**src/core/ppd_pkg.sv**
```systemverilog
// constants, layouts and selector type for the parallel port register decode
// assumes one 8-bit register per APB word, index times four is the byte
package ppd_pkg;
  // runtime first-level offsets, kept as word indices
  localparam logic [15:0] RT_DATA = 16'h0000;
  localparam logic [15:0] RT_STATUS = 16'h0001;
  localparam logic [15:0] RT_CONTROL = 16'h0002;
  localparam logic [15:0] RT_EPP_ADDR = 16'h0003;
  localparam logic [15:0] RT_EPP_D0 = 16'h0004;
  localparam logic [15:0] RT_EPP_D3 = 16'h0007;
  localparam logic [15:0] RT_FIFO = 16'h0400;
  localparam logic [15:0] RT_CAP_B = 16'h0401;
  localparam logic [15:0] RT_MODE = 16'h0402;
  localparam logic [15:0] RT_EXT_INDEX = 16'h0403;
  localparam logic [15:0] RT_EXT_DATA = 16'h0404;
  localparam logic [15:0] RT_EXT_AUX = 16'h0405;
  // second-level offsets
  localparam logic [7:0] XL_CTL0 = 8'h00;
  localparam logic [7:0] XL_CTL2 = 8'h02;
  localparam logic [7:0] XL_CTL4 = 8'h04;
  localparam logic [7:0] XL_SETUP = 8'h05;
  localparam logic [7:0] XL_RESET = 8'h00;
  // configuration indices
  localparam logic [7:0] CF_ACTIVATE = 8'h30;
  localparam logic [7:0] CF_BASE_HIGH = 8'h60;
  localparam logic [7:0] CF_BASE_LOW = 8'h61;
  localparam logic [7:0] CF_IRQ_SEL = 8'h70;
  localparam logic [7:0] CF_IRQ_KIND = 8'h71;
  localparam logic [7:0] CF_DMA_SEL = 8'h74;
  localparam logic [7:0] CF_DMA2 = 8'h75;
  localparam logic [7:0] CF_OPTIONS = 8'hF0;
  // configuration reset values
  localparam logic [7:0] RST_ACTIVATE = 8'h00;
  localparam logic [7:0] RST_BASE_HIGH = 8'h02;
  localparam logic [7:0] RST_BASE_LOW = 8'h78;
  localparam logic [7:0] RST_IRQ_SEL = 8'h07;
  localparam logic [7:0] RST_IRQ_KIND = 8'h02;
  localparam logic [7:0] RST_DMA_SEL = 8'h04;
  localparam logic [7:0] VAL_DMA2 = 8'h04;
  localparam logic [7:0] RST_OPTIONS = 8'hF2;
  localparam logic [7:0] RST_RT = 8'h00;
  // writable-bit masks
  localparam logic [7:0] MSK_BASE_HIGH = 8'h07;
  localparam logic [7:0] MSK_BASE_LOW = 8'hFC;
  localparam logic [7:0] MSK_IRQ_KIND = 8'h02;
  // field positions
  localparam int OPT_EXT_BIT = 4;
  localparam int ACT_BIT = 0;
  localparam int KIND_LEVEL_BIT = 0;
  localparam int MODE_LSB = 5;
  // mode codes
  localparam logic [2:0] MD_STD = 3'h0;
  localparam logic [2:0] MD_BIDIR = 3'h1;
  localparam logic [2:0] MD_FIFO = 3'h2;
  localparam logic [2:0] MD_ECP = 3'h3;
  localparam logic [2:0] MD_EPP = 3'h4;
  localparam logic [2:0] MD_TEST = 3'h6;
  localparam logic [2:0] MD_CAP = 3'h7;
  // APB region select, paddr bits 19:18
  localparam logic [1:0] RG_RUNTIME = 2'h0;
  localparam logic [1:0] RG_CONFIG = 2'h1;
  localparam logic [7:0] RD_ZERO = 8'h00;

  typedef enum logic [3:0] {
    SEL_NONE, SEL_DATA, SEL_ECP_ADDRESS_FIFO_IN, SEL_STATUS, SEL_CONTROL, SEL_EPP_ADDR,
    SEL_EPP_DATA, SEL_STD_FIFO, SEL_ECP_FIFO, SEL_TEST_FIFO, SEL_CAP_A,
    SEL_CAP_B, SEL_MODE, SEL_EXT_INDEX, SEL_EXT_DATA, SEL_EXT_AUX
  } ppd_sel_t;

  typedef enum logic {ST_IDLE, ST_ANSWER} ppd_state_t;
endpackage

```
**src/core/ppd_sel_if.sv**
```systemverilog
// carries mode, offset and extended-access enable to the runtime decoder
// assumes ppd_pkg compiled first
`timescale 1ns/10ps
`default_nettype none
interface ppd_sel_if;
  import ppd_pkg::*;
  logic [2:0] mode;
  logic [15:0] offset;
  logic ext_en;
  ppd_sel_t sel;
  modport dec (input mode, input offset, input ext_en, output sel);
  modport user (output mode, output offset, output ext_en, input sel);
endinterface
`default_nettype wire

```
**src/core/ppd_rt_decode.sv**
```systemverilog
// runtime register selector: offset and mode to register
// assumes offset is already relative to the port base
`timescale 1ns/10ps
`default_nettype none
module ppd_rt_decode
  import ppd_pkg::*;
(
  ppd_sel_if.dec bus
);
  always_comb begin
    bus.sel = SEL_NONE;
    if (bus.offset == RT_DATA) begin
      if (bus.mode == MD_STD || bus.mode == MD_BIDIR) begin
        bus.sel = SEL_DATA;
      end else if (bus.mode == MD_ECP) begin
        bus.sel = SEL_ECP_ADDRESS_FIFO_IN;
      end else if (bus.mode == MD_EPP) begin
        bus.sel = SEL_DATA;
      end
    end else if (bus.offset == RT_STATUS || bus.offset == RT_CONTROL) begin
      if (bus.mode <= MD_EPP) begin
        bus.sel = (bus.offset == RT_STATUS) ? SEL_STATUS : SEL_CONTROL;
      end
    end else if (bus.offset == RT_EPP_ADDR) begin
      if (bus.mode == MD_EPP) begin
        bus.sel = SEL_EPP_ADDR;
      end
    end else if (bus.offset >= RT_EPP_D0 && bus.offset <= RT_EPP_D3) begin
      if (bus.mode == MD_EPP) begin
        bus.sel = SEL_EPP_DATA;
      end
    end else if (bus.offset == RT_FIFO) begin
      if (bus.mode == MD_FIFO) begin
        bus.sel = SEL_STD_FIFO;
      end else if (bus.mode == MD_ECP) begin
        bus.sel = SEL_ECP_FIFO;
      end else if (bus.mode == MD_TEST) begin
        bus.sel = SEL_TEST_FIFO;
      end else if (bus.mode == MD_CAP) begin
        bus.sel = SEL_CAP_A;
      end
    end else if (bus.offset == RT_CAP_B) begin
      if (bus.mode == MD_CAP) begin
        bus.sel = SEL_CAP_B;
      end
    end else if (bus.offset == RT_MODE) begin
      bus.sel = SEL_MODE;
    end else if (bus.ext_en && bus.mode <= MD_ECP) begin
      if (bus.offset == RT_EXT_INDEX) begin
        bus.sel = SEL_EXT_INDEX;
      end else if (bus.offset == RT_EXT_DATA) begin
        bus.sel = SEL_EXT_DATA;
      end else if (bus.offset == RT_EXT_AUX) begin
        bus.sel = SEL_EXT_AUX;
      end
    end
  end
endmodule
`default_nettype wire

```
**src/core/ppd_ext_bank.sv**
```systemverilog
// four second-level extended registers behind the extended data window
// assumes writes arrive as single-cycle strobes
`timescale 1ns/10ps
`default_nettype none
module ppd_ext_bank
  import ppd_pkg::*;
(
  input wire logic mclk_in,
  input wire logic rst_n_in,
  input wire logic wr_in,
  input wire logic [7:0] idx_in,
  input wire logic [7:0] wdata_in,
  output logic [7:0] rdata_out,
  output logic [31:0] regs_out
);
  localparam logic [7:0] XL_IDX [4] = '{XL_CTL0, XL_CTL2, XL_CTL4, XL_SETUP};
  logic [3:0] hit;

  genvar g;
  generate
    for (g = 0; g < 4; g++) begin : g_ent
      logic [7:0] val;
      assign hit[g] = (idx_in == XL_IDX[g]);
      always_ff @(posedge mclk_in or negedge rst_n_in) begin
        if (!rst_n_in) begin
          val <= XL_RESET;
        end else if (wr_in && hit[g]) begin
          val <= wdata_in;
        end
      end
      assign regs_out[8*g +: 8] = val;
    end
  endgenerate

  always_comb begin
    rdata_out = RD_ZERO;
    for (int i = 0; i < 4; i++) begin
      if (hit[i]) begin
        rdata_out = regs_out[8*i +: 8];
      end
    end
  end
endmodule
`default_nettype wire

```
**src/core/ppd_top.sv**
```systemverilog
// parallel port register decode: APB slave, config bank, runtime map
// assumes APB master on mclk_in; global activation bit comes from outside
`timescale 1ns/10ps
`default_nettype none
module ppd_top
  import ppd_pkg::*;
#(
  parameter logic [7:0] CAP_A_VALUE = 8'h10,
  parameter logic [7:0] CAP_B_VALUE = 8'h00
)(
  input wire logic mclk_in,
  input wire logic rst_n_in,
  input wire logic psel_in,
  input wire logic penable_in,
  input wire logic pwrite_in,
  input wire logic [19:0] paddr_in,
  input wire logic [31:0] pwdata_in,
  output logic [31:0] prdata_out,
  output logic pready_out,
  output logic pslverr_out,
  input wire logic global_cfg_enable_in,
  input wire logic [7:0] port_status_in,
  output logic pp_active_out,
  output logic [2:0] pp_mode_out,
  output logic [7:0] pp_data_out,
  output logic [7:0] pp_control_out,
  output logic irq_level_out,
  output logic [7:0] irq_select_out,
  output logic [7:0] dma_select_out,
  output logic fifo_push_out,
  output logic [7:0] fifo_data_out
);
  ppd_state_t state;
  logic [7:0] activate, base_address_high, base_address_low;
  logic [7:0] irq_select_wake, irq_kind_rw, dma_channel_choice;
  logic [7:0] port_options, mode_control, pp_data_latch, port_control_reg;
  logic [7:0] epp_address_port, ext_index_ptr, ext_aux_state, fifo_last;
  logic [7:0] epp_data [4];
  logic [7:0] next_rdata, ext_rdata;
  logic next_err, ext_mode, rt_hit, cf_hit, wr_fire, queue_wr;
  logic [1:0] region;
  logic [15:0] io_addr, base16;
  logic [7:0] cf_index, wbyte;
  ppd_sel_t sel;
  ppd_sel_if sif ();

  assign region = paddr_in[19:18];
  assign io_addr = paddr_in[17:2];
  assign cf_index = paddr_in[9:2];
  assign wbyte = pwdata_in[7:0];
  assign base16 = {base_address_high, base_address_low};
  // extended ECP: ECP mode with extended access opened
  assign ext_mode = (mode_control[7:MODE_LSB] == MD_ECP) &&
                    port_options[OPT_EXT_BIT];
  // offset from the full 16-bit base; mode then picks the register at that offset
  assign sif.mode = mode_control[7:MODE_LSB];
  assign sif.offset = io_addr - base16;
  assign sif.ext_en = port_options[OPT_EXT_BIT];
  assign sel = pp_active_out ? sif.sel : SEL_NONE;
  assign rt_hit = (region == RG_RUNTIME);
  assign cf_hit = (region == RG_CONFIG) && (paddr_in[17:10] == 8'h00);
  assign wr_fire = (state == ST_ANSWER) && psel_in && penable_in &&
                   pwrite_in && !pslverr_out;
  assign queue_wr = wr_fire && rt_hit &&
                    (sel == SEL_ECP_ADDRESS_FIFO_IN || sel == SEL_STD_FIFO ||
                     sel == SEL_ECP_FIFO || sel == SEL_TEST_FIFO);

  ppd_rt_decode u_dec (
    .bus (sif.dec)
  );

  ppd_ext_bank u_ext (
    .mclk_in (mclk_in),
    .rst_n_in (rst_n_in),
    .wr_in (wr_fire && rt_hit && sel == SEL_EXT_DATA),
    .idx_in (ext_index_ptr),
    .wdata_in (wbyte),
    .rdata_out (ext_rdata),
    .regs_out ()
  );

  // read mux; unmatched runtime reads return zero with no error
  always_comb begin
    next_rdata = RD_ZERO;
    next_err = 1'b0;
    if (rt_hit) begin
      case (sel)
        SEL_DATA: next_rdata = pp_data_latch;
        SEL_STATUS: next_rdata = port_status_in;
        SEL_CONTROL: next_rdata = port_control_reg;
        SEL_EPP_ADDR: next_rdata = epp_address_port;
        SEL_EPP_DATA: next_rdata = epp_data[sif.offset[1:0]];
        SEL_ECP_FIFO: next_rdata = fifo_last;
        SEL_TEST_FIFO: next_rdata = fifo_last;
        SEL_CAP_A: next_rdata = CAP_A_VALUE;
        SEL_CAP_B: next_rdata = CAP_B_VALUE;
        SEL_MODE: next_rdata = mode_control;
        SEL_EXT_INDEX: next_rdata = ext_index_ptr;
        SEL_EXT_DATA: next_rdata = ext_rdata;
        SEL_EXT_AUX: next_rdata = ext_aux_state;
        default: next_rdata = RD_ZERO;
      endcase
    end else if (cf_hit) begin
      if (cf_index == CF_ACTIVATE) begin
        next_rdata = activate;
      end else if (cf_index == CF_BASE_HIGH) begin
        next_rdata = base_address_high;
      end else if (cf_index == CF_BASE_LOW) begin
        next_rdata = base_address_low;
      end else if (cf_index == CF_IRQ_SEL) begin
        next_rdata = irq_select_wake;
      end else if (cf_index == CF_IRQ_KIND) begin
        next_rdata = irq_kind_rw | {7'h00, ext_mode};
      end else if (cf_index == CF_DMA_SEL) begin
        next_rdata = dma_channel_choice;
      end else if (cf_index == CF_DMA2) begin
        next_rdata = VAL_DMA2;
      end else if (cf_index == CF_OPTIONS) begin
        next_rdata = port_options;
      end else begin
        next_err = 1'b1;
      end
    end else begin
      next_err = 1'b1;
    end
  end

  // APB: answer in the first cycle of the access phase
  always_ff @(posedge mclk_in or negedge rst_n_in) begin
    if (!rst_n_in) begin
      state <= ST_IDLE;
      pready_out <= 1'b0;
      pslverr_out <= 1'b0;
      prdata_out <= 32'h0000_0000;
    end else begin
      case (state)
        ST_IDLE: begin
          if (psel_in && !penable_in) begin
            state <= ST_ANSWER;
            pready_out <= 1'b1;
            pslverr_out <= next_err;
            prdata_out <= pwrite_in ? 32'h0000_0000 : {24'h000000, next_rdata};
          end
        end
        default: begin
          state <= ST_IDLE;
          pready_out <= 1'b0;
          pslverr_out <= 1'b0;
        end
      endcase
    end
  end

  // configuration bank
  always_ff @(posedge mclk_in or negedge rst_n_in) begin
    if (!rst_n_in) begin
      activate <= RST_ACTIVATE;
      base_address_high <= RST_BASE_HIGH;
      base_address_low <= RST_BASE_LOW;
      irq_select_wake <= RST_IRQ_SEL;
      irq_kind_rw <= RST_IRQ_KIND;
      dma_channel_choice <= RST_DMA_SEL;
      port_options <= RST_OPTIONS;
    end else if (wr_fire && cf_hit) begin
      if (cf_index == CF_ACTIVATE) begin
        activate <= wbyte;
      end else if (cf_index == CF_BASE_HIGH) begin
        base_address_high <= wbyte & MSK_BASE_HIGH;
      end else if (cf_index == CF_BASE_LOW) begin
        base_address_low <= wbyte & MSK_BASE_LOW;
      end else if (cf_index == CF_IRQ_SEL) begin
        irq_select_wake <= wbyte;
      end else if (cf_index == CF_IRQ_KIND) begin
        irq_kind_rw <= wbyte & MSK_IRQ_KIND;
      end else if (cf_index == CF_DMA_SEL) begin
        dma_channel_choice <= wbyte;
      end else if (cf_index == CF_OPTIONS) begin
        port_options <= wbyte;
      end
    end
  end

  // runtime registers
  always_ff @(posedge mclk_in or negedge rst_n_in) begin
    if (!rst_n_in) begin
      mode_control <= RST_RT;
      pp_data_latch <= RST_RT;
      port_control_reg <= RST_RT;
      epp_address_port <= RST_RT;
      ext_index_ptr <= RST_RT;
      ext_aux_state <= RST_RT;
      for (int i = 0; i < 4; i++) begin
        epp_data[i] <= RST_RT;
      end
    end else if (wr_fire && rt_hit) begin
      case (sel)
        SEL_DATA: pp_data_latch <= wbyte;
        SEL_CONTROL: port_control_reg <= wbyte;
        SEL_EPP_ADDR: epp_address_port <= wbyte;
        SEL_EPP_DATA: epp_data[sif.offset[1:0]] <= wbyte;
        SEL_MODE: mode_control <= wbyte;
        SEL_EXT_INDEX: ext_index_ptr <= wbyte;
        SEL_EXT_AUX: ext_aux_state <= wbyte;
        default: ;
      endcase
    end
  end

  // queue pushes: one strobe and one byte per accepted write to a queue register (address, standard, ECP or test FIFO)
  always_ff @(posedge mclk_in or negedge rst_n_in) begin
    if (!rst_n_in) begin
      fifo_push_out <= 1'b0;
      fifo_data_out <= RST_RT;
      fifo_last <= RST_RT;
    end else begin
      fifo_push_out <= queue_wr;
      if (queue_wr) begin
        fifo_last <= wbyte;
        fifo_data_out <= wbyte;
      end
    end
  end

  // registered views toward the port logic
  always_ff @(posedge mclk_in or negedge rst_n_in) begin
    if (!rst_n_in) begin
      pp_active_out <= 1'b0;
      pp_mode_out <= MD_STD;
      pp_data_out <= RST_RT;
      pp_control_out <= RST_RT;
      irq_level_out <= 1'b0;
      irq_select_out <= RST_IRQ_SEL;
      dma_select_out <= RST_DMA_SEL;
    end else begin
      pp_active_out <= activate[ACT_BIT] && global_cfg_enable_in;
      pp_mode_out <= mode_control[7:MODE_LSB];
      pp_data_out <= pp_data_latch;
      pp_control_out <= port_control_reg;
      irq_level_out <= ext_mode;
      irq_select_out <= irq_select_wake;
      dma_select_out <= dma_channel_choice;
    end
  end
endmodule
`default_nettype wire

```
**config.mk**
```make
export PLATFORM = sky130hd
export DESIGN_NAME = ppd_top
export DESIGN_NICKNAME = d
export VERILOG_FILES = /design/src/core/ppd_pkg.sv /design/src/core/ppd_sel_if.sv /design/src/core/ppd_rt_decode.sv /design/src/core/ppd_ext_bank.sv /design/src/core/ppd_top.sv
export SDC_FILE = /design/constraint.sdc
export NUM_CORES = 1
export LEC_CHECK = 0
export BUFFER_PORTS_ARGS = -buffer_cell sky130_fd_sc_hd__buf_2
export CAP_MARGIN = 20
export CORE_MARGIN = 2
export CORE_UTILIZATION = 40
export CTS_CLUSTER_SIZE = 30
export DETAILED_ROUTE_END_ITERATION = 8
export PLACE_DENSITY = 0.65
export SLEW_MARGIN = 30
export SYNTH_ARGS = -nofsm -noshare
export SYNTH_HDL_FRONTEND = slang
export SYNTH_SLANG_ARGS = --single-unit
```
**constraint.sdc**
```tcl
create_clock -name mclk_in -period 3.4 [get_ports mclk_in]
set_input_delay 0.51 -clock mclk_in [delete_from_list [all_inputs] [get_ports mclk_in]]
set_output_delay 0.51 -clock mclk_in [all_outputs]
set_load 0.01 [all_outputs]
```
==> results of run 1 <==
worst paths after layout:
kind	from	slack, ps	cells after the start	to
max reg2reg	base_address_low[3]	-400	17	prdata_out[7]
max	base_address_low[3]	-400	17	prdata_out[7]
max in group asynchronous	rst_n_in	1960	3	state
min in group asynchronous	rst_n_in	530	2	u_ext.g_ent[3].val[3]
min	global_cfg_enable_in	270	2	pp_active_out
min reg2reg	irq_select_wake[1]	380	0	irq_select_out[1]
Yosys cell counts (6+ instances only):
cell type  count
a21oi_1       19
mux4_2         8
nand4_1        9
mux2i_1       12
buf_2         10
a222oi_1       8
nand2_1       52
ha_1           9
nor3_1        30
inv_1         21
nor2_1        46
dfstp_2       19
or3_1         10
a211oi_1       8
nor2b_1        7
a22oi_1       15
nand3_1       15
and3_1         7
nor4_1         6
mux2_2       150
mux2_4         8
o21ai_0       27
buf_4         25
nand2b_1      10
clkbuf_1      29
a31oi_1        6
dfrtp_1      192
a221oi_1      12
power groups by stage:
stage / Clock, mW / Sequential (mW) / Combinational, mW
2_1_floorplan: 0 / 2.58 / 0.172
3_3_place_gp: 0 / 2.58 / 0.343
3_5_place_dp: 0 / 2.58 / 0.347
4_1_cts: 2.60 / 2.53 / 0.385
5_1_grt: 2.71 / 2.53 / 0.436
6_report: 2.56 / 2.53 / 0.403
what timing repair did:
item	CTS	global route
pin swaps	35	24
setup endpoints to repair	128	129
gates resized for setup	124	51
gates cloned	2	0
hold buffers	1	0
buffers inserted	35	21
endpoints found under the hold margin	49	0
per-layer routing:
| metal | global-route usage | vias up | wire, um |
|---|---|---|---|
| met1 | 0.3265 | 4410 | 14410 |
| met5 | 0 | - | 0 |
| li1 | - | 3856 | - |
| met3 | 0.04301 | 74 | 2278 |
| met2 | 0.3757 | 333 | 15600 |
| met4 | 0.06747 | 0 | 996 |
metrics by stage:
stage          hold WS [ps]  area [um2]
2_1_floorplan         214.4       11010
3_3_place_gp          375.0       12800
3_5_place_dp          374.8       12800
4_1_cts               282.6       14400
5_1_grt               295.5       14760
6_report              270.6       14760
area by class of cell:
type                       count  area, um2
inverter                      21      91.34
clock buffer                  33      653.1
clock inverter                 7      112.6
sequential                   211       5304
fill                        2116      11300
timing repair buffer         304       2321
multi-input combinational    616       5857
tap                          335      419.2
kinds of logic (layout without fill, tap and decap cells):
group | Yosys count | count (layout) | share of synthesized area
mux | 178 | 178 | 0.1992
compound gates | 162 | 162 | 0.1157
fa+ha+maj | 10 | 10 | 0.01252
simple gates | 235 | 236 | 0.1231
buf+inv | 90 | 365 | 0.04336
flops | 211 | 211 | 0.5008
xor+xnor | 6 | 6 | 0.004962
other cells | 1 | 24 | 0.0003541
==> qor.yml, run 1 <==
run_status:
  status: "finished, violations left"
  violations: "negative setup slack"
die:
  die_h_um: 166.7
  start_util: 0.4064
  dieArea_um2: 27790
  core_area_um2: 26060
  ioPinCount: 146
  fp.dieW_um: 166.7
  rows: 59
finish:
  fin_nets: 1253
  top_regs: "epp_data (32), u_ext.g_ent.val (32)"
  diodes: 0
  drive_gt1_frac: 0.5327
  final_common_cell: "dfrtp_1"
  layout_common_cells: "dfrtp_1 (192), buf_4 (162), buf_2 (94)"
  syn_to_final_growth_pct: 39.35
  final_cell_count_no_fill: 1527
  utilization: 0.5663
sta:
  fin_setup_tns_ps: -29910
  drv_slew: 0
  final_min_period_over_clock_period: 1.118
  setup_ws_ps: -400.0
  hold_viol_final: 0
  skew_ps: 15.96
  tightestPinTransition_ps: 839.5
  setup_viol: 129
  slew_headroom: 0.4389
  max_freq_ghz: 0.2632
  rsz0062_at_grt: "yes"
  min_period_ps: 3800
routing:
  drc: 0
  wirelength_mm: 33.29
  wl_per_cell_um: 21.80
  vias_per_cell: 5.680
  first_pass_iters: 5
  num_vias: 8673
  detail-route-antenna-nets: 0
  drt_iter0_drc: 737
worst_setup_path:
  required_ps: 3800
  cp_cell_sequence: "inv_2, ha_4, nand2b_1, a211o_4, a211o_1, o311ai_2, nand3b_1, buf_6, buf_4, buf_4, nor4b_4, buf_4, buf_4, and3_4, a211oi_2, o221ai_1, a32o_2"
  path_delay_family: "compound AO/OA/AOI/OAI gates"
  worstPathMaxFanout: 4
  cp-start-kind: "flop"
  crit_slowest_cell: "dfstp_2"
  worst_ep_arrival_time_ps: 4200
  path_class: "flop to flop"
  critPathMaxStageDelay_ps: 540
  end_kind: "flop"
  crit_buf_inv: 6
  timing.critical_path.mode_cell: "buf_4"
placed_design:
  gp_congestion: 0.9500
  numPortBuffers: 95
  post-place-ws_ps: -631.0
  placed_cells_incl_taps: 1436
  dp_hpwl_mm: 22.55
yosys:
  syn-instance-count: 893
  synthFlopType: "dfrtp_1"
  post-synth-top-area-cell: "dfrtp_1"
  syn_area_um2: 10590
  ys_async_sr_fraction: 1.000
  synth_edf_count: 0
  yosysTopAreaCellShare: 0.4537
  synth_cell_types: 79
  ys_warn_count: 0
  synthTopCellsByArea: "dfrtp_1 (45%), mux2_2 (16%), dfstp_2 (4.7%), nand2_1 (1.8%), buf_4 (1.8%)"
  syn_area_per_cell_um2: 11.86
  seq_area_frac_synth: 0.5008
  ys_ff_latch: 211
global_routing:
  grt_max_degree: 107
  grt_pass1_vias: 8718
  grtUsageTotal: 0.2341
  antenna_found_initial: 1
  grt_pass1_wl_mm: 51.19
  grt-ovfl-total: 0
pwr:
  p_comb_frac: 0.073
  clockPowerShare: 0.466
  ir_drop_mv: 0.2885
  p_total_mw: 5.498
  p_switching_mw: 1.274
  power_leakage_nw: 7.046
  p_int_mw: 4.224
  p_sw_frac: 0.2317
  power_density_nw_per_um2: 372.6
  p_seq_frac: 0.461
clock_tree:
  cts_tree: "built"
  path_clk_slew_ps: 70
  clk_latency_ps: 510
  htree_levels: 1
  ctsLongestPathBuffers: 3
  cts_made_buffers: 23
  clock-sinks: 211
  cts-root-buf: "clkbuf_16"
job:
  cap_violations: 0
worst_hold_path:
  hold_class: "primary input to flop"
Power figures use the tool's default switching activity.
==> run 2, diff against run 1 <==
- CTS_CLUSTER_DIAMETER: not set -> 30
- SKIP_CTS_REPAIR_TIMING: not set -> 1
==> qor.yml, run 2 (synthesis results as in run 1) <==
run_status:
  status: "finished, violations left"
  violations: "negative setup slack"
finish:
  top_regs: "epp_data (32), u_ext.g_ent.val (32)"
  multiInputGateArea_um2: 5759  # -1.7%
  final_cell_count_no_fill: 1537  # +0.65%
  utilization: 0.5793  # +0.01296
  diodes: 0  # unchanged
  fin_nets: 1246  # -0.56%
  layout_common_cells: "dfrtp_1 (192), buf_4 (139), buf_2 (94)"
  drive_gt1_frac: 0.5308  # -0.001936
  fill_cells: 2067  # -2.3%
  seq_area_um2: 5304  # unchanged
  design_area_um2: 15100  # +2.3%
  final_common_cell: "dfrtp_1"
  syn_to_final_growth_pct: 42.54
worst_hold_path:
  whs_endpoint: "pp_active_out"
  hold_class: "primary input to flop"
  hp-start: "global_cfg_enable_in"
  holdPathStages: 2  # unchanged
worst_setup_path:
  required_ps: 3800  # about the same
  end_kind: "flop"
  worst-r2r-cell-count: 13  # -4
  worst_ep_arrival_time_ps: 4240  # +40 ps
  rr_startpoint: "base_address_low[2]"
  timing.rr.end: "prdata_out[5]"
  worstPathMaxFanout: 5  # +1
  cp-start-kind: "flop"
  rrSetupSlack_ps: -440  # -40 ps
  path_class: "flop to flop"
job:
  cap_violations: 0  # unchanged
clock_tree:
  ctsLongestPathBuffers: 3  # unchanged
  path_clk_slew_ps: 50  # -20 ps
  htree_levels: 2  # +1
  cts_tree: "built"
  clk_latency_ps: 530  # +20 ps
  cts_made_buffers: 42  # +83%
  cts-root-buf: "clkbuf_16"
  clock-sinks: 211  # unchanged
placed_design:
  post-place-ws_ps: -631.0  # unchanged
  placed_cell_area_um2: 12800  # unchanged
  gp_congestion: 0.9500  # unchanged
  placed_cells_incl_taps: 1436  # unchanged
  numPortBuffers: 95  # unchanged
  dp_hpwl_mm: 22.55  # unchanged
sta:
  setup_viol: 129  # unchanged
  slew_headroom: 0.5340  # +0.09515
  tightestPinTransition_ps: 699.0  # -140.5 ps
  skew_ps: 27.30  # +11.34 ps
  min_period_ps: 3844  # +44.17 ps
  drv_slew: 0  # unchanged
  rsz0062_at_grt: "yes"
  fin_setup_tns_ps: -30110  # -193.3 ps
  setup_ws_ps: -444.2  # -44.17 ps
  worst_hold_slack_ps: 286.8  # +16.23 ps
  hold_viol_final: 0  # unchanged
  final_min_period_over_clock_period: 1.131  # +0.01299
  max_freq_ghz: 0.2601  # -1.1%
die:
  ioPinCount: 146  # unchanged
  die_h_um: 166.7  # unchanged
  fp.dieW_um: 166.7  # unchanged
  core_area_um2: 26060  # unchanged
  start_util: 0.4064  # unchanged
  dieArea_um2: 27790  # unchanged
  rows: 59  # unchanged
routing:
  wirelength_mm: 33.35  # +0.18%
  detail-route-antenna-nets: 0  # unchanged
  vias_per_cell: 5.658  # -0.39%
  num_vias: 8696  # +0.27%
  wl_per_cell_um: 21.70  # -0.47%
  drt_iter0_drc: 777  # +5.4%
  drc: 0  # unchanged
  first_pass_iters: 8  # +3
global_routing:
  grt-ovfl-total: 0  # unchanged
  grt_pass1_wl_mm: 49.87  # -2.6%
  grtUsageTotal: 0.2295  # -0.004681
  antenna_found_initial: 1  # unchanged
  grt_pass1_vias: 8586  # -1.5%
  grt_max_degree: 107  # unchanged
pwr:
  power_density_nw_per_um2: 464.4  # +25%
  power_leakage_nw: 7.250  # +2.9%
  p_total_mw: 7.011  # +28%
  ir_drop_mv: 0.3457  # +20%
==> run 2: routing by layer <==
| layer | track usage | wire [um] | vias up |
|---|---|---|---|
| li1 | - | - | 3867 |
| met1 | 0.3191 | 14220 | 4376 |
| met2 | 0.3669 | 15820 | 369 |
| met3 | 0.04111 | 2314 | 84 |
| met4 | 0.07234 | 993 | 0 |
| met5 | 0 | 0 | - |
==> run 2: report_power, final <==
part | internal (mW) | leakage (nW) | switching (mW)
Combinational | 0.134 | 3.71 | 0.249
Clock | 2.72 | 0.684 | 1.37
Sequential | 2.53 | 2.86 | 0.0113
Total | 5.38 | 7.25 | 1.63
==> run 2: critical path, stage by stage, from the launching register on <==
cell,delay [ps]
dfrtp_1,410
ha_4,180
fa_2,360
nand2b_4,170
a21o_4,240
a311oi_4,340
buf_4,200
o21ba_4,150
o21ai_4,90
or3_4,420
a32oi_1,280
nor2_1,80
or4b_4,540
a32o_1,270
==> run 2: how the worst max path moves through the flow <==
stage                                  to                 from  slack (ps)  cells past startpoint
finish                      prdata_out[5]  base_address_low[2]        -440                     13
global route                prdata_out[5]  base_address_low[2]        -590                     13
CTS                           epp_data[6]  base_address_low[3]        -390                     14
detailed placement          prdata_out[5]          paddr_in[4]        -630                     16
global placement            prdata_out[5]          paddr_in[4]        -650                     15
floorplan           u_ext.g_ent[2].val[0]          paddr_in[4]        -340                     14
==> run 2: area by class of cell <==
class / instances / area share
clock inverters: 27 / 0.02047
inverters: 21 / 0.006051
repair buffers: 278 / 0.1395
multi-input cells: 616 / 0.3815
flip-flops and latches: 211 / 0.3513
well taps: 335 / 0.02777
clock buffers: 49 / 0.07335
